$ cat src/verilog/spcs_pkg.sv
// Purpose: Shared constants and types for the serial port control sequencer.
// Assumes: Host I/O strobes are synchronous to clk; bit clocks arrive on pins.
// Notes:   Field positions follow the mode, command and status word layouts.

package spcs_pkg;

  // Aliased port addresses on the low 16 address bits
  localparam logic [15:0] ADDR_DATA_A = 16'h00d8;
  localparam logic [15:0] ADDR_DATA_B = 16'h00dc;
  localparam logic [15:0] ADDR_CTRL_A = 16'h00da;
  localparam logic [15:0] ADDR_CTRL_B = 16'h00de;

  // Mode word fields
  localparam int          MODE_FACTOR_LSB = 0;
  localparam int          MODE_LEN_LSB    = 2;
  localparam int          MODE_PAR_EN     = 4;
  localparam int          MODE_PAR_EVEN   = 5;
  localparam int          MODE_STOP_LSB   = 6;
  localparam int          MODE_SYNC_ONE   = 7;
  localparam logic [1:0]  FACTOR_SYNC     = 2'h0;
  localparam logic [1:0]  FACTOR_X1       = 2'h1;
  localparam logic [1:0]  FACTOR_X16      = 2'h2;
  localparam logic [1:0]  FACTOR_X64      = 2'h3;
  localparam logic [6:0]  DIV_X1          = 7'h01;
  localparam logic [6:0]  DIV_X16         = 7'h10;
  localparam logic [6:0]  DIV_X64         = 7'h40;
  localparam logic [1:0]  STOP_ONE_HALF   = 2'h2;
  localparam logic [3:0]  LEN_BASE        = 4'h5;

  // Command word fields
  localparam int          CMD_TX_EN       = 0;
  localparam int          CMD_RX_EN       = 2;
  localparam int          CMD_BREAK       = 3;
  localparam int          CMD_ERR_CLR     = 4;
  localparam int          CMD_REINIT      = 6;
  localparam logic [7:0]  CMD_RESET_VAL   = 8'h00;
  localparam logic [7:0]  MODE_RESET_VAL  = 8'h00;

  // Status word fields
  localparam int          ST_TX_FREE      = 0;
  localparam int          ST_RX_AVAIL     = 1;
  localparam int          ST_TX_EMPTY     = 2;
  localparam int          ST_PAR_ERR      = 3;
  localparam int          ST_OVERRUN      = 4;
  localparam int          ST_FRM_ERR      = 5;

  typedef enum logic [1:0] {PH_MODE, PH_SYNC1, PH_SYNC2, PH_CMD} spcs_phase_e;
  typedef enum logic [2:0] {RX_IDLE, RX_START, RX_DATA, RX_PAR, RX_STOP} spcs_rx_e;

endpackage : spcs_pkg

$ cat src/verilog/spcs_top.sv
// Purpose: Host-facing programming sequencer with ready flags and a simple serial core.
// Assumes: io_wr and io_rd are one-cycle strobes on clk; bit clocks and rx_line are pins.
// Notes:   Sync-mode characters go out unframed; sync-mode reception is not provided.
`timescale 1ns/1ps
`default_nettype none

module spcs_top import spcs_pkg::*; (
  input  wire logic        clk,                // 10 MHz system clock
  input  wire logic        rst_n,              // Async reset, active low
  input  wire logic [15:0] io_addr,            // I/O address
  input  wire logic        io_wr,              // Write strobe
  input  wire logic        io_rd,              // Read strobe
  input  wire logic [7:0]  io_wdata,           // Write data
  output logic      [7:0]  io_rdata,           // Read data, one cycle after io_rd
  input  wire logic        tx_bit_clock,       // Transmit bit clock pin
  input  wire logic        rx_bit_clock,       // Receive bit clock pin
  input  wire logic        rx_line,            // Serial input pin
  output logic             tx_line,            // Serial output
  output logic             tx_holding_free,    // Transmit-ready request
  output logic             rx_char_available   // Receive-ready request
);

  logic        rst_s1;
  logic        rst_sync_n;
  logic [2:0]  pin_s1;
  logic [2:0]  pin_s2;
  logic [1:0]  clk_d;
  logic        tx_tick;
  logic        rx_tick;
  logic        rx_in;

  logic        hit_data;
  logic        hit_ctrl;
  logic        wr_data;
  logic        wr_ctrl;
  logic        rd_data;
  logic        rd_ctrl;

  spcs_phase_e phase;
  logic [7:0]  mode_word;
  logic [7:0]  cmd_word;
  logic [7:0]  sync_char1;
  logic [7:0]  sync_char2;
  logic        init_done;
  logic        is_async;
  logic [6:0]  div;

  logic [7:0]  hold_data;
  logic        hold_full;
  logic        tx_busy;
  logic        tx_load;

  logic        rx_done;
  logic [7:0]  rx_data;
  logic        rx_par_err;
  logic        rx_frm_err;
  logic [7:0]  rx_buf;
  logic        rx_full;
  logic        par_err;
  logic        frm_err;
  logic        overrun;
  logic        err_clr;
  logic [7:0]  status_word;

  // Reset release through two flops; assertion stays asynchronous
  always_ff @(posedge clk or negedge rst_n) begin
    if (!rst_n) begin
      rst_s1     <= 1'b0;
      rst_sync_n <= 1'b0;
    end else begin
      rst_s1     <= 1'b1;
      rst_sync_n <= rst_s1;
    end
  end

  // Pin synchronisers; only the second stage is looked at
  always_ff @(posedge clk or negedge rst_sync_n) begin
    if (!rst_sync_n) begin
      pin_s1 <= 3'h7;
      pin_s2 <= 3'h7;
      clk_d  <= 2'h3;
    end else begin
      pin_s1 <= {rx_line, rx_bit_clock, tx_bit_clock};
      pin_s2 <= pin_s1;
      clk_d  <= pin_s2[1:0];
    end
  end

  // Bit clocks come from the timer's square wave; TX moves on falling, RX samples on rising
  assign tx_tick = clk_d[0] & ~pin_s2[0];
  assign rx_tick = ~clk_d[1] & pin_s2[1];
  assign rx_in   = pin_s2[2];

  // Address decode with aliased pairs
  assign hit_data = (io_addr == ADDR_DATA_A) || (io_addr == ADDR_DATA_B);
  assign hit_ctrl = (io_addr == ADDR_CTRL_A) || (io_addr == ADDR_CTRL_B);
  assign wr_data  = io_wr && hit_data;
  assign wr_ctrl  = io_wr && hit_ctrl;
  assign rd_data  = io_rd && hit_data;
  assign rd_ctrl  = io_rd && hit_ctrl;

  // Async is any nonzero factor code
  assign is_async = mode_word[MODE_FACTOR_LSB +: 2] != FACTOR_SYNC;

  // Write phase sequencing of control-port writes
  always_ff @(posedge clk or negedge rst_sync_n) begin
    if (!rst_sync_n) begin
      phase <= PH_MODE;
    end else if (wr_ctrl) begin
      unique case (phase)
        PH_MODE: begin
          // Factor field decides whether sync slots follow
          phase <= (io_wdata[MODE_FACTOR_LSB +: 2] == FACTOR_SYNC) ? PH_SYNC1 : PH_CMD;
        end
        PH_SYNC1: begin
          phase <= mode_word[MODE_SYNC_ONE] ? PH_CMD : PH_SYNC2;
        end
        PH_SYNC2: begin
          phase <= PH_CMD;
        end
        PH_CMD: begin
          // Reinit bit wins; everything else in that write is ignored
          if (io_wdata[CMD_REINIT]) begin
            phase <= PH_MODE;
          end
        end
      endcase
    end
  end

  // Mode word and sync characters
  always_ff @(posedge clk or negedge rst_sync_n) begin
    if (!rst_sync_n) begin
      mode_word  <= MODE_RESET_VAL;
      sync_char1 <= 8'h00;
      sync_char2 <= 8'h00;
    end else if (wr_ctrl) begin
      if (phase == PH_MODE) begin
        mode_word <= io_wdata;
      end
      if (phase == PH_SYNC1) begin
        sync_char1 <= io_wdata;
      end
      if (phase == PH_SYNC2) begin
        sync_char2 <= io_wdata;
      end
    end
  end

  // Command word and completion of initialisation
  always_ff @(posedge clk or negedge rst_sync_n) begin
    if (!rst_sync_n) begin
      cmd_word  <= CMD_RESET_VAL;
      init_done <= 1'b0;
    end else if (wr_ctrl && phase == PH_CMD) begin
      if (io_wdata[CMD_REINIT]) begin
        cmd_word  <= CMD_RESET_VAL;
        init_done <= 1'b0;
      end else begin
        cmd_word  <= io_wdata;
        init_done <= 1'b1;
      end
    end
  end

  // Error clear pulse from a command write
  assign err_clr = wr_ctrl && phase == PH_CMD && !io_wdata[CMD_REINIT] && io_wdata[CMD_ERR_CLR];

  // Bit time per factor; sync mode runs one tick per bit
  always_comb begin
    unique case (mode_word[MODE_FACTOR_LSB +: 2])
      FACTOR_X16: div = DIV_X16;
      FACTOR_X64: div = DIV_X64;
      FACTOR_X1:  div = DIV_X1;
      FACTOR_SYNC: div = DIV_X1;
    endcase
  end

  // Holding register; a write in the same cycle as a hand-off keeps it full
  assign tx_load = hold_full && !tx_busy && init_done && cmd_word[CMD_TX_EN];

  always_ff @(posedge clk or negedge rst_sync_n) begin
    if (!rst_sync_n) begin
      hold_full <= 1'b0;
      hold_data <= 8'h00;
    end else begin
      if (wr_data && init_done) begin
        hold_data <= io_wdata;
      end
      hold_full <= (wr_data && init_done) || (hold_full && !tx_load);
    end
  end

  spcs_tx u_tx (
    .clk       (clk),
    .rst_n     (rst_sync_n),
    .tick      (tx_tick),
    .load      (tx_load),
    .data      (hold_data),
    .len_code  (mode_word[MODE_LEN_LSB +: 2]),
    .par_en    (mode_word[MODE_PAR_EN]),
    .par_even  (mode_word[MODE_PAR_EVEN]),
    .stop_code (mode_word[MODE_STOP_LSB +: 2]),
    .framed    (is_async),
    .div       (div),
    .brk       (init_done && cmd_word[CMD_BREAK]),
    .busy      (tx_busy),
    .line      (tx_line)
  );

  spcs_rx u_rx (
    .clk      (clk),
    .rst_n    (rst_sync_n),
    .tick     (rx_tick),
    .line     (rx_in),
    .en       (init_done && is_async && cmd_word[CMD_RX_EN]),
    .len_code (mode_word[MODE_LEN_LSB +: 2]),
    .par_en   (mode_word[MODE_PAR_EN]),
    .par_even (mode_word[MODE_PAR_EVEN]),
    .div      (div),
    .done     (rx_done),
    .data     (rx_data),
    .par_err  (rx_par_err),
    .frm_err  (rx_frm_err)
  );

  // Receive buffer; a new character beats a read in the same cycle
  always_ff @(posedge clk or negedge rst_sync_n) begin
    if (!rst_sync_n) begin
      rx_buf  <= 8'h00;
      rx_full <= 1'b0;
    end else begin
      if (rx_done) begin
        rx_buf <= rx_data;
      end
      rx_full <= rx_done || (rx_full && !rd_data);
    end
  end

  // Sticky errors; setting wins over the clear command
  always_ff @(posedge clk or negedge rst_sync_n) begin
    if (!rst_sync_n) begin
      par_err <= 1'b0;
      frm_err <= 1'b0;
      overrun <= 1'b0;
    end else begin
      par_err <= (rx_done && rx_par_err) || (par_err && !err_clr);
      frm_err <= (rx_done && rx_frm_err) || (frm_err && !err_clr);
      overrun <= (rx_done && rx_full && !rd_data) || (overrun && !err_clr);
    end
  end

  // Status word assembly
  always_comb begin
    status_word              = 8'h00;
    status_word[ST_TX_FREE]  = init_done && !hold_full;
    status_word[ST_RX_AVAIL] = rx_full;
    status_word[ST_TX_EMPTY] = !hold_full && !tx_busy;
    status_word[ST_PAR_ERR]  = par_err;
    status_word[ST_OVERRUN]  = overrun;
    status_word[ST_FRM_ERR]  = frm_err;
  end

  // Read data registered; unmapped reads return zero
  always_ff @(posedge clk or negedge rst_sync_n) begin
    if (!rst_sync_n) begin
      io_rdata <= 8'h00;
    end else if (io_rd) begin
      io_rdata <= rd_data ? rx_buf : (rd_ctrl ? status_word : 8'h00);
    end
  end

  // Request outputs lag the status bits by one clock
  always_ff @(posedge clk or negedge rst_sync_n) begin
    if (!rst_sync_n) begin
      tx_holding_free   <= 1'b0;
      rx_char_available <= 1'b0;
    end else begin
      tx_holding_free   <= status_word[ST_TX_FREE];
      rx_char_available <= status_word[ST_RX_AVAIL];
    end
  end

endmodule : spcs_top

`default_nettype wire

$ cat src/verilog/spcs_tx.sv
// Purpose: Serialiser for one character, LSB first, on falling bit clock ticks.
// Assumes: tick is a one-cycle pulse per bit clock falling edge.
// Notes:   Unframed (sync) characters carry no start or stop bits.
`timescale 1ns/1ps
`default_nettype none

module spcs_tx import spcs_pkg::*; (
  input  wire logic       clk,        // System clock
  input  wire logic       rst_n,      // Synchronised reset, active low
  input  wire logic       tick,       // Bit clock falling edge
  input  wire logic       load,       // Take data while idle
  input  wire logic [7:0] data,       // Character
  input  wire logic [1:0] len_code,   // Length 5..8
  input  wire logic       par_en,     // Parity enable
  input  wire logic       par_even,   // Even parity
  input  wire logic [1:0] stop_code,  // Stop bits
  input  wire logic       framed,     // Async framing
  input  wire logic [6:0] div,        // Ticks per bit
  input  wire logic       brk,        // Force line low
  output logic            busy,       // Shifting
  output logic            line        // Serial output
);

  logic [3:0]  nd;
  logic [7:0]  dm;
  logic        par;
  logic [9:0]  body;
  logic [10:0] frame;
  logic [3:0]  nbits_total;
  logic [10:0] shreg;
  logic [3:0]  nbits;
  logic [6:0]  cnt;
  logic [6:0]  last_len;
  logic        step;

  // Frame assembly; bits above the data and parity read as marks
  always_comb begin
    nd          = LEN_BASE + {2'h0, len_code};
    dm          = data & ~(8'hff << nd);
    par         = (^dm) ^ ~par_even;
    body        = {2'h0, dm} | ({9'h1ff, par_en ? par : 1'b1} << nd);
    frame       = framed ? {body, 1'b0} : {1'b1, body};
    nbits_total = nd + {3'h0, par_en} + (framed ? ((stop_code == 2'h1) ? 4'h2 : 4'h3) : 4'h0);
  end

  assign step = tick && busy && (cnt == 7'h00);

  // Bit sequencing; 1.5 stop bits shortens the last bit to half length except at x1
  always_ff @(posedge clk or negedge rst_n) begin
    if (!rst_n) begin
      busy     <= 1'b0;
      shreg    <= '1;
      nbits    <= 4'h0;
      cnt      <= 7'h00;
      last_len <= DIV_X1;
    end else if (load && !busy) begin
      busy     <= 1'b1;
      shreg    <= frame;
      nbits    <= nbits_total;
      cnt      <= 7'h00;
      last_len <= (framed && stop_code == STOP_ONE_HALF && div != DIV_X1) ? (div >> 1) : div;
    end else if (step) begin
      if (nbits == 4'h0) begin
        busy <= 1'b0;
      end else begin
        shreg <= {1'b1, shreg[10:1]};
        nbits <= nbits - 4'h1;
        cnt   <= ((nbits == 4'h1) ? last_len : div) - 7'h01;
      end
    end else if (tick && busy) begin
      cnt <= cnt - 7'h01;
    end
  end

  // Line driver; idle is mark, break holds space
  always_ff @(posedge clk or negedge rst_n) begin
    if (!rst_n) begin
      line <= 1'b1;
    end else if (brk) begin
      line <= 1'b0;
    end else if (step) begin
      line <= (nbits == 4'h0) ? 1'b1 : shreg[0];
    end else if (!busy) begin
      // Back to mark once break drops while idle
      line <= 1'b1;
    end
  end

endmodule : spcs_tx

`default_nettype wire

$ cat src/verilog/spcs_rx.sv
// Purpose: Asynchronous character receiver sampling on rising bit clock ticks.
// Assumes: line is already synchronised to clk.
// Notes:   Only one stop bit is checked; the rest are treated as idle.
`timescale 1ns/1ps
`default_nettype none

module spcs_rx import spcs_pkg::*; (
  input  wire logic       clk,       // System clock
  input  wire logic       rst_n,     // Synchronised reset, active low
  input  wire logic       tick,      // Bit clock rising edge
  input  wire logic       line,      // Serial input
  input  wire logic       en,        // Receiver on
  input  wire logic [1:0] len_code,  // Length 5..8
  input  wire logic       par_en,    // Parity enable
  input  wire logic       par_even,  // Even parity
  input  wire logic [6:0] div,       // Ticks per bit
  output logic            done,      // Character complete pulse
  output logic [7:0]      data,      // Received character
  output logic            par_err,   // Parity mismatch
  output logic            frm_err    // Missing stop bit
);

  spcs_rx_e   st;
  logic [6:0] cnt;
  logic [2:0] bitn;
  logic [7:0] sh;
  logic       pbit;
  logic [3:0] nd;

  assign nd = LEN_BASE + {2'h0, len_code};

  // Start detection at half a bit except at x1, then one sample per bit time
  always_ff @(posedge clk or negedge rst_n) begin
    if (!rst_n) begin
      st      <= RX_IDLE;
      cnt     <= 7'h00;
      bitn    <= 3'h0;
      sh      <= 8'h00;
      pbit    <= 1'b0;
      done    <= 1'b0;
      data    <= 8'h00;
      par_err <= 1'b0;
      frm_err <= 1'b0;
    end else begin
      done <= 1'b0;
      if (!en) begin
        st <= RX_IDLE;
      end else if (tick) begin
        if (st != RX_IDLE && cnt != 7'h00) begin
          cnt <= cnt - 7'h01;
        end else begin
          unique case (st)
            RX_IDLE: begin
              if (!line) begin
                sh   <= 8'h00;
                bitn <= 3'h0;
                // x1 has no half bit to wait for
                st   <= (div == DIV_X1) ? RX_DATA : RX_START;
                cnt  <= (div == DIV_X1) ? 7'h00 : (div >> 1) - 7'h01;
              end
            end
            RX_START: begin
              // A mark at mid start bit was a glitch
              st  <= line ? RX_IDLE : RX_DATA;
              cnt <= div - 7'h01;
            end
            RX_DATA: begin
              sh[bitn] <= line;
              cnt      <= div - 7'h01;
              bitn     <= bitn + 3'h1;
              if ({1'b0, bitn} == nd - 4'h1) begin
                st <= par_en ? RX_PAR : RX_STOP;
              end
            end
            RX_PAR: begin
              pbit <= line;
              cnt  <= div - 7'h01;
              st   <= RX_STOP;
            end
            RX_STOP: begin
              done    <= 1'b1;
              data    <= sh;
              frm_err <= ~line;
              par_err <= par_en & ((^sh) ^ pbit ^ ~par_even);
              st      <= RX_IDLE;
            end
          endcase
        end
      end
    end
  end

endmodule : spcs_rx

`default_nettype wire

$ cat config.mk
export PLATFORM = sky130hd
export DESIGN_NAME = spcs_top
export DESIGN_NICKNAME = d
export VERILOG_FILES = /design/src/verilog/spcs_pkg.sv /design/src/verilog/spcs_top.sv /design/src/verilog/spcs_tx.sv /design/src/verilog/spcs_rx.sv
export SDC_FILE = /design/constraint.sdc
export NUM_CORES = 1
export LEC_CHECK = 0
export BUFFER_PORTS_ARGS = -buffer_cell sky130_fd_sc_hd__buf_2
export CORE_MARGIN = 10
export CORE_UTILIZATION = 63
export CTS_BUF_LIST = sky130_fd_sc_hd__clkbuf_4 sky130_fd_sc_hd__clkbuf_8
export CTS_CLUSTER_DIAMETER = 100
export DETAILED_ROUTE_END_ITERATION = 16
export GPL_TIMING_DRIVEN = 1
export HOLD_SLACK_MARGIN = 0.02
export PLACE_DENSITY = 0.86
export SLEW_MARGIN = 10
export SYNTH_ARGS = -nofsm -noshare
export SYNTH_HDL_FRONTEND = slang
export SYNTH_SLANG_ARGS = --single-unit
$ cat constraint.sdc
create_clock -name clk -period 4.6 [get_ports clk]
set_clock_uncertainty 0.2 [all_clocks]
set_input_delay 1.15 -clock clk [delete_from_list [all_inputs] [get_ports clk]]
set_output_delay 1.15 -clock clk [all_outputs]
set_load 0.03 [all_outputs]
# After elaboration in Yosys (flattened, before gate mapping)
# Cells that the tools add are included.
[op_classes]
muxes = 56
mul = 0
shift = 2
n_addsub = 11
reduce_logical = 73
n_div = 0
n_lt_le_gt_ge = 2
bitwise = 14
eq_ne = 30
[ops]
columns = ["operator", "n"]
rows = [
  ["$eq 16x8->1 const B", 4],
  ["$mux 7", 9],
  ["$mux 11", 4],
  ["$logic_and 1x1->1", 32],
  ["$sub 7x1->7 const B", 4],
  ["$mux 3", 7],
  ["$pmux 7 s3", 1],
  ["$mux 4", 5],
  ["$mux 1", 16],
  ["$mux 8", 2],
  ["$pmux 8 s2", 1],
  ["$reduce_and 4->1", 4],
  ["$reduce_xor 8->1", 2],
  ["$pmux 3 s5", 1],
  ["$pmux 7 s2", 1],
  ["$eq 2x2->1 const B", 5],
  ["$or 8x10->10", 1],
  ["$reduce_and 2->1", 5],
  ["$shl 10x4->10", 1],
  ["$ne 3x3->1 const B", 3],
  ["$reduce_bool 3->1", 3],
  ["$and 8x8->8", 1],
  ["$bwmux 8", 1],
  ["$mux 2", 4],
  ["other kinds (39)", 71],
]
[totals]
ram_bits = 0
latchBits = 0
elab_cells = 222
rom_bits = 0
register_bits = 120
in_bits = 31
out_inout_bits = 11
memories = 0

# Longest topological paths before layout
# Gate-level depths: netlist of run 1.
[depth]
ltp_word = 11
ltp_mapped = 11
ltp_nobuf = 10

# Modules after synthesis
# Synthesis of run 1 repeated with hierarchy kept, for this count alone.
[unflattened]
hier_cells = 706
hier_area_um2 = 6765.2
[modules_own_cells]
columns = ["module", "area_per_inst_um2", "cells_per_inst", "instances", "seq_area_each_um2"]
rows = [
  ["spcs_tx", 2317.2, 276, 1, 792.0],
  ["spcs_top", 2304.7, 174, 1, 1386.3],
  ["spcs_rx", 2143.3, 256, 1, 825.8],
]

# Worst setup path before layout of run 1
# Ideal clock, no wire load.
[synth_timing]
path_type = "input-to-reg"
start = "in io_addr[10]"
end = "reg hold_data[5]"
cell_stages = 6
arrival_time_ps = 2504
slack_ps = 1771
required_ps = 4275
path_buffers = 1
setup_ps = 125
cell_sequence = "nor4_2 > nand4_2 > nor2_1 > and3_1 > buf_4 > mux2_2"
[synth_between]
elab_chain_cells = 4
elab_cells_between_ends = 5
classes_between = "eq/ne (2); reduce/logical (3)"
[synth_lines]
columns = ["item", "line_no", "source"]
rows = [
  ["start: declaration", "spcs_top.sv:10", "input wire logic [15:0] io_addr,"],
  ["$eq 16x8->1", "spcs_top.sv:95", "assign hit_data = (io_addr == ADDR_DATA_A) || (io_addr == ADDR_DATA_B);"],
  ["$logic_or 1x1->1 (*)", "spcs_top.sv:95", ""],
  ["$logic_and 1x1->1 (*)", "spcs_top.sv:97", "assign wr_data = io_wr && hit_data;"],
  ["$logic_and 1x1->1 (*)", "spcs_top.sv:187", "if (wr_data && init_done) begin"],
  ["end signal: assignment", "spcs_top.sv:188", "hold_data <= io_wdata;"],
  ["end: declaration", "spcs_top.sv:48", "logic [7:0] hold_data;"],
]
# Every way passes the cells marked *; elsewhere a longest branch is shown, timed or not.
# A chain may end at the register's enable or synchronous reset.

# Worst setup path in the final report of run 1
[layout_timing]
start = "in io_addr[8]"
end = "reg hold_data[6]"
# Same word-level chain as after synthesis.

==> reports/qor.yml, run 1 <==
dp_hpwl_mm: 9.226
final-hold-violation-count: 0
area_delta_synth_final_pct: 9.971
multi_input_area_um2: 2912
tightest_slew_ps: 1038
htreeDepth: 4
cellLeakagePower_nw: 3.065
hp-class: "reg -> reg"
critPathCaptureType: "register"
met1_usage: 0.2439
crit_chain: "buf_2 > nor4b_2 > nand4_2 > nor2_1 > and3_1 > mux2_2"
syn_nets: 639
via_count: 4662
max_cap_violations: 0
design.core.area_um2: 9328
cts_resized: 0
worst_slack_ps: 1632
rsz0062_at_grt: "no"
initial_core_util: 0.6538
reg2reg_slack_ps: 1650
critical_path_buf_inv_count: 1
antenna_left: 0
grt_max_degree: 84
post-route-min-period_ps: 2968
synth-main-ff-cell: "dfrtp_1"
yosysSeqAreaShare: 0.4844
grt_use_met3: 0.04617
yosysTopAreaCellShare: 0.3939
drt_first_pass_iters: 6
cts-root-buf: "clkbuf_8"
whs_path_depth: 0
clk_pin_slew_ps: 70
synth_edf_count: 0
place_congestion: 0.8639
min_to: "pin_s2[0]"
grt-busiest-layer: "met2"
post-route-period-util: 0.6453
post_cts_buffers: 0
cp-start-kind: "primary input"
vias_per_cell: 6.070
fmax_mhz: 336.9
cp_top_family: "simple AND/OR/NAND/NOR gates"
grt_usage: 0.1903
crit_slowest_cell: "and3_1"
dieArea_um2: 14020
avgSynthCellArea_um2: 10.32
syn_inst: 591
routed_wl_mm: 13.30
p_int_w: 0.001650
n_fill_cell: 663
drc: 0
relSlewSlack: 0.3082
routedWlPerCell_um: 17.32
vdd_drop_max_v: 0.0001888
overflow: 0
clock_latency_ps: 430
cts_tree: "built"
die_x_um: 118.4
outcome: "complete, no violations"
synth_area_um2: 6098
nNetsFinal: 674
fin_util: 0.7190
antenna_cells: 0
finalSetupViolations: 0
pwr-share-comb: 0.123
ys_warn_count: 0
cts_hold_buf: 0
grt_pass1_wl_mm: 22.37
finalSetupTns_ps: 0
pin_count: 42
clockPowerShare: 0.357
p_seq_frac: 0.520
synth-seq-cells: 117
slew_violations: 0
port_buffers: 40
cp_data_arrival_time_ps: 3080
antenna_found_initial: 0
ctsLongestPathBuffers: 2
dpl_worst_slack_ps: 1253
p_sw_w: 0.0006872
ff_latch_area_um2: 2958
rr_worst_depth: 10
grt_pass1_vias: 4620
cpPeakStageDelay_ps: 460
cts_buffers: 17
synth_cell_type_count: 80
clock_sinks: 117
drt_iter0_drc: 420
synth_area_leaders: "dfrtp_1 (39%), dfstp_2 (9.0%), mux2_2 (5.9%)"
die_h_um: 118.4
rr_startpoint: "u_tx.nbits[1]"
swShare: 0.2941
yosysTopAreaCell: "dfrtp_1"
power_density_nw_per_um2: 348.4
fin_total_pwr_w: 0.002337
synth-async-reset-ratio: 1.000
required_ps: 4710
hold_start: "pin_s1[0]"
rr_endpoint: "u_tx.cnt[6]"
use_met2: 0.3025
num_rows: 35
crit_type: "in -> reg"
drive_above_1_share: 0.2457
cp_max_fo: 9
==> Yosys cell counts (3+ instances only) <==
master and n:
o21ai_1 12, nor2_1 38, a22o_1 3, nor2b_1 6, inv_1 28, mux2_1 7, ha_1 15, nand4_2 3
dfrtp_1 96, xnor2_1 18, nand2_1 69, nor4_2 3, mux2_2 32, nand2b_1 12, a21o_1 3, o22ai_1 5
dfstp_2 21, mux2i_1 11, nand3_1 15, o21ai_0 32, o41ai_1 3, o32ai_1 3, nor3_1 11, xor2_1 4
a31oi_1 12, buf_2 9, o31ai_1 9, o221ai_1 3, and3_1 5, a21oi_1 29, clkbuf_1 13
==> power by group through the flow <==
stage               Combinational [W]  Clock (W)  Sequential, W
floorplan                    0.000216          0        0.00122
global placement             0.000272          0        0.00123
detailed placement           0.000285          0        0.00123
CTS                          0.000287   0.000845        0.00121
global route                 0.000324   0.000901        0.00123
finish                       0.000288   0.000834        0.00121
==> how the worst max path moves through the flow <==
stage / startpoint / to / slack, ps / cells after the start
final: io_addr[8] / hold_data[6] / 1630 / 6
after global routing: u_tx.nbits[1] / u_tx.cnt[6] / 1490 / 10
after CTS: io_addr[8] / hold_data[6] / 1680 / 6
after detailed placement: io_addr[8] / hold_data[6] / 1250 / 6
after global placement: io_addr[8] / hold_data[5] / 1320 / 6
after floorplan: rst_sync_n / cmd_word[0] / 940 / 0
==> final cells by class <==
class | instances | area share
clock inverter | 14 | 0.01549
tap | 129 | 0.02407
sequential | 117 | 0.4410
clock buffer | 18 | 0.03694
multi-input combinational | 419 | 0.4341
timing repair buffer | 42 | 0.03209
inverter | 29 | 0.01623
==> sequential cells by signal (all words and copies together), names as in the netlist, 4 cells and up <==
register	count
u_tx.cnt	7
u_rx.sh	8
u_tx.shreg	11
u_tx.nbits	4
hold_data	8
u_tx.last_len	5
io_rdata	8
rx_buf	8
u_rx.cnt	7
u_rx.data	8
mode_word	8
==> worst register-to-register path, stage by stage, from the launching register on <==
cell and delay (ps):
dfrtp_1 410, inv_1 130, ha_1 160, nor3b_2 420, mux2_4 370, a21oi_1 220
ha_1 200, nor2b_1 240, nand4_1 180, a31oi_1 200, o21ai_1 80
==> metrics by stage <==
step / cell area [µm²] / instances / hold slack [ps]
2_1_floorplan: 6098 / 591 / 131.2
3_3_place_gp: 6355 / 736 / 138.7
3_5_place_dp: 6355 / 736 / 136.5
4_1_cts: 6706 / 768 / 159.5
5_1_grt: 6706 / 768 / 164.3
6_report: 6706 / 768 / 158.1
==> per-layer routing <==
| layer | up-vias | wire length [µm] |
|---|---|---|
| met5 | - | 0 |
| met4 | 0 | 244 |
| met3 | 31 | 681 |
| met2 | 171 | 6485 |
| met1 | 2298 | 5888 |
| li1 | 2162 | - |
==> kinds of logic after synthesis <==
group | count (synthesis) | synth area share
simple gates | 189 | 0.1627
compound gates | 138 | 0.1488
flops | 117 | 0.4844
buf+inv | 55 | 0.03816
mux | 51 | 0.09253
xor+xnor | 23 | 0.03549
fa+ha+maj | 17 | 0.03734
other cells | 1 | 0.0006149
==> cells in the final DEF (no fill, tap or decap), types with 18 or more instances in the layout <==
cell type,instances
dfstp_2,21
xnor2_1,18
inv_1,28
dfrtp_1,95
nor2_1,38
o21ai_0,32
clkbuf_8,18
a21oi_1,29
nand2_1,69
mux2_2,32
buf_2,40
No activity file was read; power rests on OpenSTA's default activity.
==> run 2: changes to the inputs <==
--- a/config.mk
+++ b/config.mk
@@ -5,15 +5,16 @@
 export SDC_FILE = /design/constraint.sdc
 export NUM_CORES = 1
 export LEC_CHECK = 0
+export ABC_AREA = 1
 export BUFFER_PORTS_ARGS = -buffer_cell sky130_fd_sc_hd__buf_2
 export CORE_MARGIN = 10
-export CORE_UTILIZATION = 63
+export CORE_UTILIZATION = 57
 export CTS_BUF_LIST = sky130_fd_sc_hd__clkbuf_4 sky130_fd_sc_hd__clkbuf_8
 export CTS_CLUSTER_DIAMETER = 100
 export DETAILED_ROUTE_END_ITERATION = 16
 export GPL_TIMING_DRIVEN = 1
 export HOLD_SLACK_MARGIN = 0.02
-export PLACE_DENSITY = 0.86
+export PLACE_DENSITY = 0.82
 export SLEW_MARGIN = 10
 export SYNTH_ARGS = -nofsm -noshare
 export SYNTH_HDL_FRONTEND = slang
==> constraint.sdc (replaced) <==
create_clock -name clk -period 2.4 [get_ports clk]
set_clock_uncertainty 0.2 [all_clocks]
set_input_delay 0.6 -clock clk [delete_from_list [all_inputs] [get_ports clk]]
set_output_delay 0.6 -clock clk [all_outputs]
set_load 0.03 [all_outputs]
==> run 2 against run 1 <==
Compared with the run above: the run now ends with setup timing left; worst hold slack got worse by 110 ps; cell count increased by 25%; sequential power increased by 91%; utilization decreased by 4.2 points; setup slack got worse by 1700 ps; cell area increased by 4.7%; via count increased by 14%; critical path depth increased by 7; count of clock-buffer cells in the layout increased by 2; critical endpoint is now u_tx.cnt[4].
==> reports/qor.yml, run 2 <==
cp_data_arrival_time_ps: 2580  # -500 ps
synth-seq-cells: 117  # unchanged
synth_edf_count: 0  # unchanged
final_common_cell: "nand2_1"
largest_register_ffs: 11  # unchanged
yosysTopAreaCell: "dfrtp_1"
cts_tree: "built"
grt_pass1_wl_mm: 24.17  # +8.1%
yosysTopAreaCellShare: 0.3954  # +0.001460
power_density_nw_per_um2: 704.5  # +100%
clock_latency_ps: 450  # +20 ps
relSlewSlack: 0.5936  # +0.2854
num_rows: 37  # +5.7%
clock_sinks: 117  # unchanged
routedWlPerCell_um: 14.97  # -14%
synth-main-ff-cell: "dfrtp_1"
critPathCaptureType: "register"
synth-async-reset-ratio: 1.000  # unchanged
dp_hpwl_mm: 10.41  # +13%
post-route-min-period_ps: 2445
use_met2: 0.3142  # +0.01174
swShare: 0.2791  # -0.01494
port_buffers: 41  # +2.5%
min_to: "pin_s1[0]"
routed_wl_mm: 14.36  # +8.0%
met1_usage: 0.2493  # +0.005384
via_count: 5320  # +14%
hold_start: "tx_bit_clock"
clk_pin_slew_ps: 70  # about the same
htreeDepth: 4  # unchanged
grt_pass1_vias: 5201  # +13%
avgSynthCellArea_um2: 8.222  # -20%
outcome: "complete, but fails checks"
cpPeakStageDelay_ps: 420  # -40 ps
clockPowerShare: 0.377  # +0.020
rr_endpoint: "u_tx.cnt[4]"
whs_path_depth: 1  # +1
pwr-share-comb: 0.157  # +0.034
synth_most_common_cell: "nand2_1"
fin_total_pwr_w: 0.004947  # +110%
nNetsFinal: 859  # +27%
cts_buffers: 17  # unchanged
finalSetupViolations: 1  # +1
cts-root-buf: "clkbuf_8"
cp-start-kind: "register"
drc: 0  # unchanged
synth_cell_type_count: 53  # -34%
design.core.area_um2: 10370  # +11%
worst_slack_ps: -45.04  # -1677 ps
hp-class: "in -> reg"
overflow: 0  # unchanged
drt_first_pass_iters: 5  # -1
dieArea_um2: 15190  # +8.4%
area_delta_synth_final_pct: 15.57
layout_common_cells: "nand2_1 (199), inv_1 (96), dfrtp_1 (93), o21ai_0 (62), nor2_1 (52)"
initial_core_util: 0.5859  # -0.06788
rr_worst_depth: 13  # +3
final-hold-violation-count: 0  # unchanged
grt-busiest-layer: "met2"
die_h_um: 123.2  # +4.1%
ys_warn_count: 0  # unchanged
max_cap_violations: 0  # unchanged
required_ps: 2530  # -2180 ps
fin_util: 0.6771  # -0.04186
grt_max_degree: 47  # -44%
antenna_cells: 0  # unchanged
violations: "setup timing"
vdd_drop_max_v: 0.0004928  # +160%
vias_per_cell: 5.547  # -8.6%
grt_usage: 0.1985  # +0.008198
cp_max_fo: 3  # -6
rsz0062_at_grt: "yes"
syn_nets: 787  # +23%
rr_startpoint: "u_tx.cnt[2]"
pin_count: 42  # unchanged
reg2reg_slack_ps: -50  # -1700 ps
grt_use_met3: 0.05469  # +0.008526
tightest_slew_ps: 609.6  # -428.2 ps
regMostFlops: "u_tx.shreg"
p_seq_frac: 0.466  # -0.054
crit_type: "reg -> reg"
p_int_w: 0.003566  # +120%
yosysSeqAreaShare: 0.4862  # +0.001796
ctsLongestPathBuffers: 2  # unchanged
synth_area_leaders: "dfrtp_1 (40%), nand2_1 (13%), dfstp_2 (9.1%)"
p_sw_w: 0.001381  # +100%
fmax_mhz: 409.0
slew_violations: 0  # unchanged
cellLeakagePower_nw: 3.489  # +14%
synth_common_cells: "nand2_1 (203), inv_1 (101), dfrtp_1 (96)"
crit_slowest_cell: "dfrtp_1"
crit_chain: "inv_2 > nand4_1 > nor4_2 > nand2_1 > inv_2 > nand2_2 > nand2_2 > inv_2 > ha_4 > nand2_2 > nand3b_1 > xor2_1 > o21ai_1"
die_x_um: 123.2  # +4.1%
synth_area_um2: 6076  # -0.37%
drt_iter0_drc: 491  # +17%
syn_inst: 739  # +25%
place_congestion: 0.9288  # +7.5%
antenna_found_initial: 0  # unchanged
drive_above_1_share: 0.1981  # -0.04764
post-route-period-util: 1.019
antenna_left: 0  # unchanged
==> run 2: changes by cell type in the layout (fill, tap and decap cells not counted), sizes merged, moves of 12 or more <==
cell	previous run	this run
mux2	40	0
nor2	40	59
nand2	71	209
inv	32	109
nand2b	12	0
nand3	17	36
buf	42	60
o21ai	45	74
a21oi	30	15
==> run 2: cell type report <==
class                           instances  area (µm²)
Clock inverter                         11       132.6
Tap cell                              136       170.2
Fill cell                             813        3348
Clock buffer                           20       269.0
Timing Repair Buffer                   63       390.4
Sequential cell                       117        2960
Multi-Input combinational cell        500        2673
Inverter                              112       426.7
==> run 2: metrics by stage <==
stage	worst slack, ps	TNS [ps]	hold slack (ps)	cells	cell area [µm²]
5_1_grt	-117.6	-224.5	28.77	959	7022
3_3_place_gp	137.7	0	138.6	921	6518
4_1_cts	20.70	0	21.63	955	6949
6_report	-45.04	-45.04	44.76	959	7022
2_1_floorplan	201.0	0	104.4	739	6077
3_5_place_dp	-12.68	-12.68	141.1	921	6518
==> run 2: logic make-up (layout without fill, tap and decap cells) <==
kind of cell             Yosys count  in the layout  synth area share
AND/OR/NAND/NOR                  332            332            0.2403
AO/OA/AOI/OAI                    133            133            0.1308
buffers and inverters            122            206           0.08011
XOR/XNOR                          17             17           0.02451
flip-flops                       117            117            0.4862
other                              1              1         0.0006172
adder cells (fa/ha/maj)           17             17           0.03748
==> run 2: per-layer routing <==
layer  vias up  wire length (µm)
met5         -                 0
met4         0               335
met3        37               998
met2       182              6996
met1      2561              6029
li1       2540                 -
==> run 2: repair_timing <==
| item | CTS | global route |
|---|---|---|
| setup endpoints to repair | 0 | 11 |
| endpoints found under the hold margin | 4 | 0 |
| hold buffers | 3 | 0 |
| gates resized for setup | 0 | 20 |
| buffers inserted | 0 | 4 |
==> run 2: how the worst max path moves through the flow <==
stage          slack (ps)          start  cells past startpoint            end
4_1_cts                20  u_tx.nbits[1]                     15    u_tx.cnt[6]
6_report              -50    u_tx.cnt[2]                     13    u_tx.cnt[4]
5_1_grt              -120    u_tx.cnt[2]                     16    u_tx.cnt[6]
3_5_place_dp          -10     io_addr[9]                      7       phase[0]
3_3_place_gp          140     io_addr[9]                      7    cmd_word[2]
2_1_floorplan         200   mode_word[1]                      8  u_tx.nbits[1]
==> run 2: critical path: cells and delay by family, from the launching register on <==
kind | cells | cell delay (ps)
AO/OA/AOI/OAI | 1 | 100
XOR/XNOR | 1 | 210
adder cells (fa/ha/maj) | 1 | 160
buffers and inverters | 3 | 230
flip-flops | 1 | 420
AND/OR/NAND/NOR | 7 | 990
==> run 2: power groups by stage <==
stage / clock, W / combinational, W / sequential, W
floorplan: 0 / 0.000481 / 0.00233
global placement: 0 / 0.000646 / 0.00232
detailed placement: 0 / 0.000683 / 0.00233
CTS: 0.00189 / 0.000699 / 0.00230
global route: 0.00199 / 0.000878 / 0.00233
finish: 0.00186 / 0.000775 / 0.00231
==> run 3: changes to the inputs <==
--- a/config.mk
+++ b/config.mk
@@ -5,16 +5,14 @@
 export SDC_FILE = /design/constraint.sdc
 export NUM_CORES = 1
 export LEC_CHECK = 0
-export ABC_AREA = 1
 export BUFFER_PORTS_ARGS = -buffer_cell sky130_fd_sc_hd__buf_2
 export CORE_MARGIN = 10
-export CORE_UTILIZATION = 57
-export CTS_BUF_LIST = sky130_fd_sc_hd__clkbuf_4 sky130_fd_sc_hd__clkbuf_8
+export CORE_UTILIZATION = 55
 export CTS_CLUSTER_DIAMETER = 100
 export DETAILED_ROUTE_END_ITERATION = 16
 export GPL_TIMING_DRIVEN = 1
 export HOLD_SLACK_MARGIN = 0.02
-export PLACE_DENSITY = 0.82
+export PLACE_DENSITY = 0.79
 export SLEW_MARGIN = 10
 export SYNTH_ARGS = -nofsm -noshare
 export SYNTH_HDL_FRONTEND = slang
==> run 3 against run 2 <==
Compared with the run above: the run now ends clean; routed wire length down 0.93%; worst hold slack better by 73 ps; sequential power about the same; global-route usage down 1.8 points; utilization down 0.41 points; power up 8.0%; sequential share of layout area down 1.6 points; critical path depth down 3; cell area up 3.9%; clock power up 21%; maximum frequency up 2.1%; cell count down 14%; critical endpoint is now u_tx.cnt[6].
==> reports/qor.yml, run 3 (synthesis gave the netlist of run 1 again) <==
outcome: "complete, no violations"
rr_startpoint: "u_tx.nbits[1]"
clock_sinks: 117  # unchanged
rr_worst_depth: 10  # -3
largest_register_ffs: 11  # unchanged
min_to: "hold_data[7]"
rsz0062_at_grt: "yes"
power_density_nw_per_um2: 732.3  # +4.0%
place_congestion: 0.8970  # -3.4%
crit_type: "reg -> reg"
rr_endpoint: "u_tx.cnt[6]"
antenna_found_initial: 0  # unchanged
routed_wl_mm: 14.23  # -0.93%
cts_tree: "built"
grt_pass1_vias: 4798  # -7.7%
critPathCaptureType: "register"
cp-start-kind: "register"
cts_buffers: 17  # unchanged
die_h_um: 125.3  # +1.7%
clk_pin_slew_ps: 60  # about the same
via_count: 4854  # -8.8%
post-route-period-util: 0.9982  # -0.02061
area_delta_synth_final_pct: 19.63
whs_path_depth: 2  # +1
routedWlPerCell_um: 17.33  # +16%
finalSetupViolations: 0  # -1
grt_usage: 0.1808  # -0.01771
vdd_drop_max_v: 0.0006227  # +26%
fmax_mhz: 417.4  # +2.1%
cellLeakagePower_nw: 3.359  # -3.7%
antenna_cells: 0  # unchanged
pin_count: 42  # unchanged
antenna_left: 0  # unchanged
fin_total_pwr_w: 0.005343  # +8.0%
fin_util: 0.6730  # -0.004109
grt_pass1_wl_mm: 23.54  # -2.6%
cp_data_arrival_time_ps: 2610  # +30 ps
reg2reg_slack_ps: 4  # +50 ps
final-hold-violation-count: 0  # unchanged
drt_first_pass_iters: 5  # unchanged
regMostFlops: "u_tx.shreg"
relSlewSlack: 0.6185  # +0.02489
final_cells: 821  # -14%
design.core.area_um2: 10840  # +4.5%
port_buffers: 40  # -2.4%
layout_common_cells: "dfrtp_1 (94), nand2_1 (69), buf_2 (40), nor2_1 (38), buf_4 (38)"
n_fill_cell: 820  # +0.86%
clock_latency_ps: 540  # +90 ps
p_seq_frac: 0.435  # -0.031
drive_above_1_share: 0.2952  # +0.09710
post-route-min-period_ps: 2396  # -49.47 ps
hp-class: "in -> reg"
die_x_um: 125.3  # +1.7%
htreeDepth: 4  # unchanged
p_int_w: 0.003850  # +8.0%
nNetsFinal: 716  # -17%
p_sw_w: 0.001493  # +8.1%
max_cap_violations: 0  # unchanged
placed_area_um2: 6639  # +1.9%
overflow: 0  # unchanged
slew_violations: 0  # unchanged
final_common_cell: "dfrtp_1"
grt_max_degree: 61  # +30%
drc: 0  # unchanged
hold_start: "io_wdata[7]"
required_ps: 2610  # +80 ps
ctsLongestPathBuffers: 2  # unchanged
dieArea_um2: 15700  # +3.4%
num_rows: 38  # +2.7%
clockPowerShare: 0.421  # +0.044
placedCellCount: 778  # -16%
swShare: 0.2794  # +0.0002872
dp_hpwl_mm: 10.03  # -3.7%
cts-root-buf: "clkbuf_8"
initial_core_util: 0.5626  # -0.02335
drt_iter0_drc: 434  # -12%
cp_max_fo: 3  # unchanged
tightest_slew_ps: 572.2  # -37.33 ps
vias_per_cell: 5.912  # +6.6%
final_cell_area_um2: 7296  # +3.9%
pwr-share-comb: 0.144  # -0.013
-- run 3: changes by cell type in the layout (fill, tap and decap cells not counted), moves of 20 or more --
cell,before,now
nand3_1,34,14
mux2_2,0,32
nand2_1,199,69
buf_4,18,38
o21ai_0,62,32
inv_1,96,27
-- run 3: how the worst max path moves through the flow --
stage,start,end,slack [ps],depth (start not counted)
after global placement,u_tx.nbits[1],u_tx.cnt[6],20,10
after floorplan,u_tx.nbits[1],u_tx.cnt[6],30,10
after detailed placement,u_tx.nbits[1],u_tx.cnt[6],-110,10
final,u_tx.nbits[1],u_tx.cnt[6],4,10
after global routing,u_tx.nbits[1],u_tx.cnt[6],-110,10
after CTS,u_tx.nbits[1],u_tx.cnt[6],-10,10
-- run 3: critical path, cell delays in order (launching register included) --
cell and delay (ps):
dfrtp_1 380, inv_2 60, ha_1 130, nor3b_4 230
mux2_4 350, a21oi_4 170, ha_4 150, nor2b_4 150
nand4_1 160, a31oi_1 210, o21ai_1 80
-- run 3: power groups by stage --
stage                     logic [W]  registers [W]  clock network (W)
after floorplan            0.000422        0.00235                  0
after global placement     0.000613        0.00234                  0
after CTS                  0.000715        0.00232            0.00228
after detailed placement   0.000665        0.00235                  0
after global routing       0.000845        0.00234            0.00236
final                      0.000769        0.00232            0.00225
-- run 3: layout make-up --
class	instances	area [µm²]	area share
inverters	29	108.9	0.01492
well taps	140	175.2	0.02401
clock buffers	19	431.7	0.05917
multi-input cells	419	2954	0.4049
clock inverters	13	101.3	0.01389
repair buffers	84	565.5	0.07752
flip-flops and latches	117	2959	0.4056
-- run 3: through the flow --
stage / hold WS (ps) / setup slack, ps / TNS [ps]
final: 117.6 / 4.431 / 0
after global routing: 111.7 / -108.1 / -222.2
after CTS: 91.68 / -12.42 / -12.42
after detailed placement: 135.8 / -106.4 / -106.4
after global placement: 132.1 / 15.35 / 0
after floorplan: 104.4 / 26.23 / 0
-- run 3: per-layer routing --
layer,track usage,wire (µm),vias up,part of all wire
li1,-,-,2254,-
met1,0.2090,5849,2405,0.41
met2,0.3058,7314,155,0.51
met3,0.04520,628,40,0.044
met4,0.09011,433,0,0.030
met5,0,0,-,0
-- run 3: what timing repair did --
| action | CTS | global route |
|---|---|---|
| hold buffers | 4 | 0 |
| endpoints found under the setup margin | 2 | 19 |
| cloned | 0 | 0 |
| pin swaps | 4 | 6 |
| gates resized for setup | 3 | 3 |
| hold endpoints to repair | 5 | 0 |
| setup buffers | 4 | 3 |
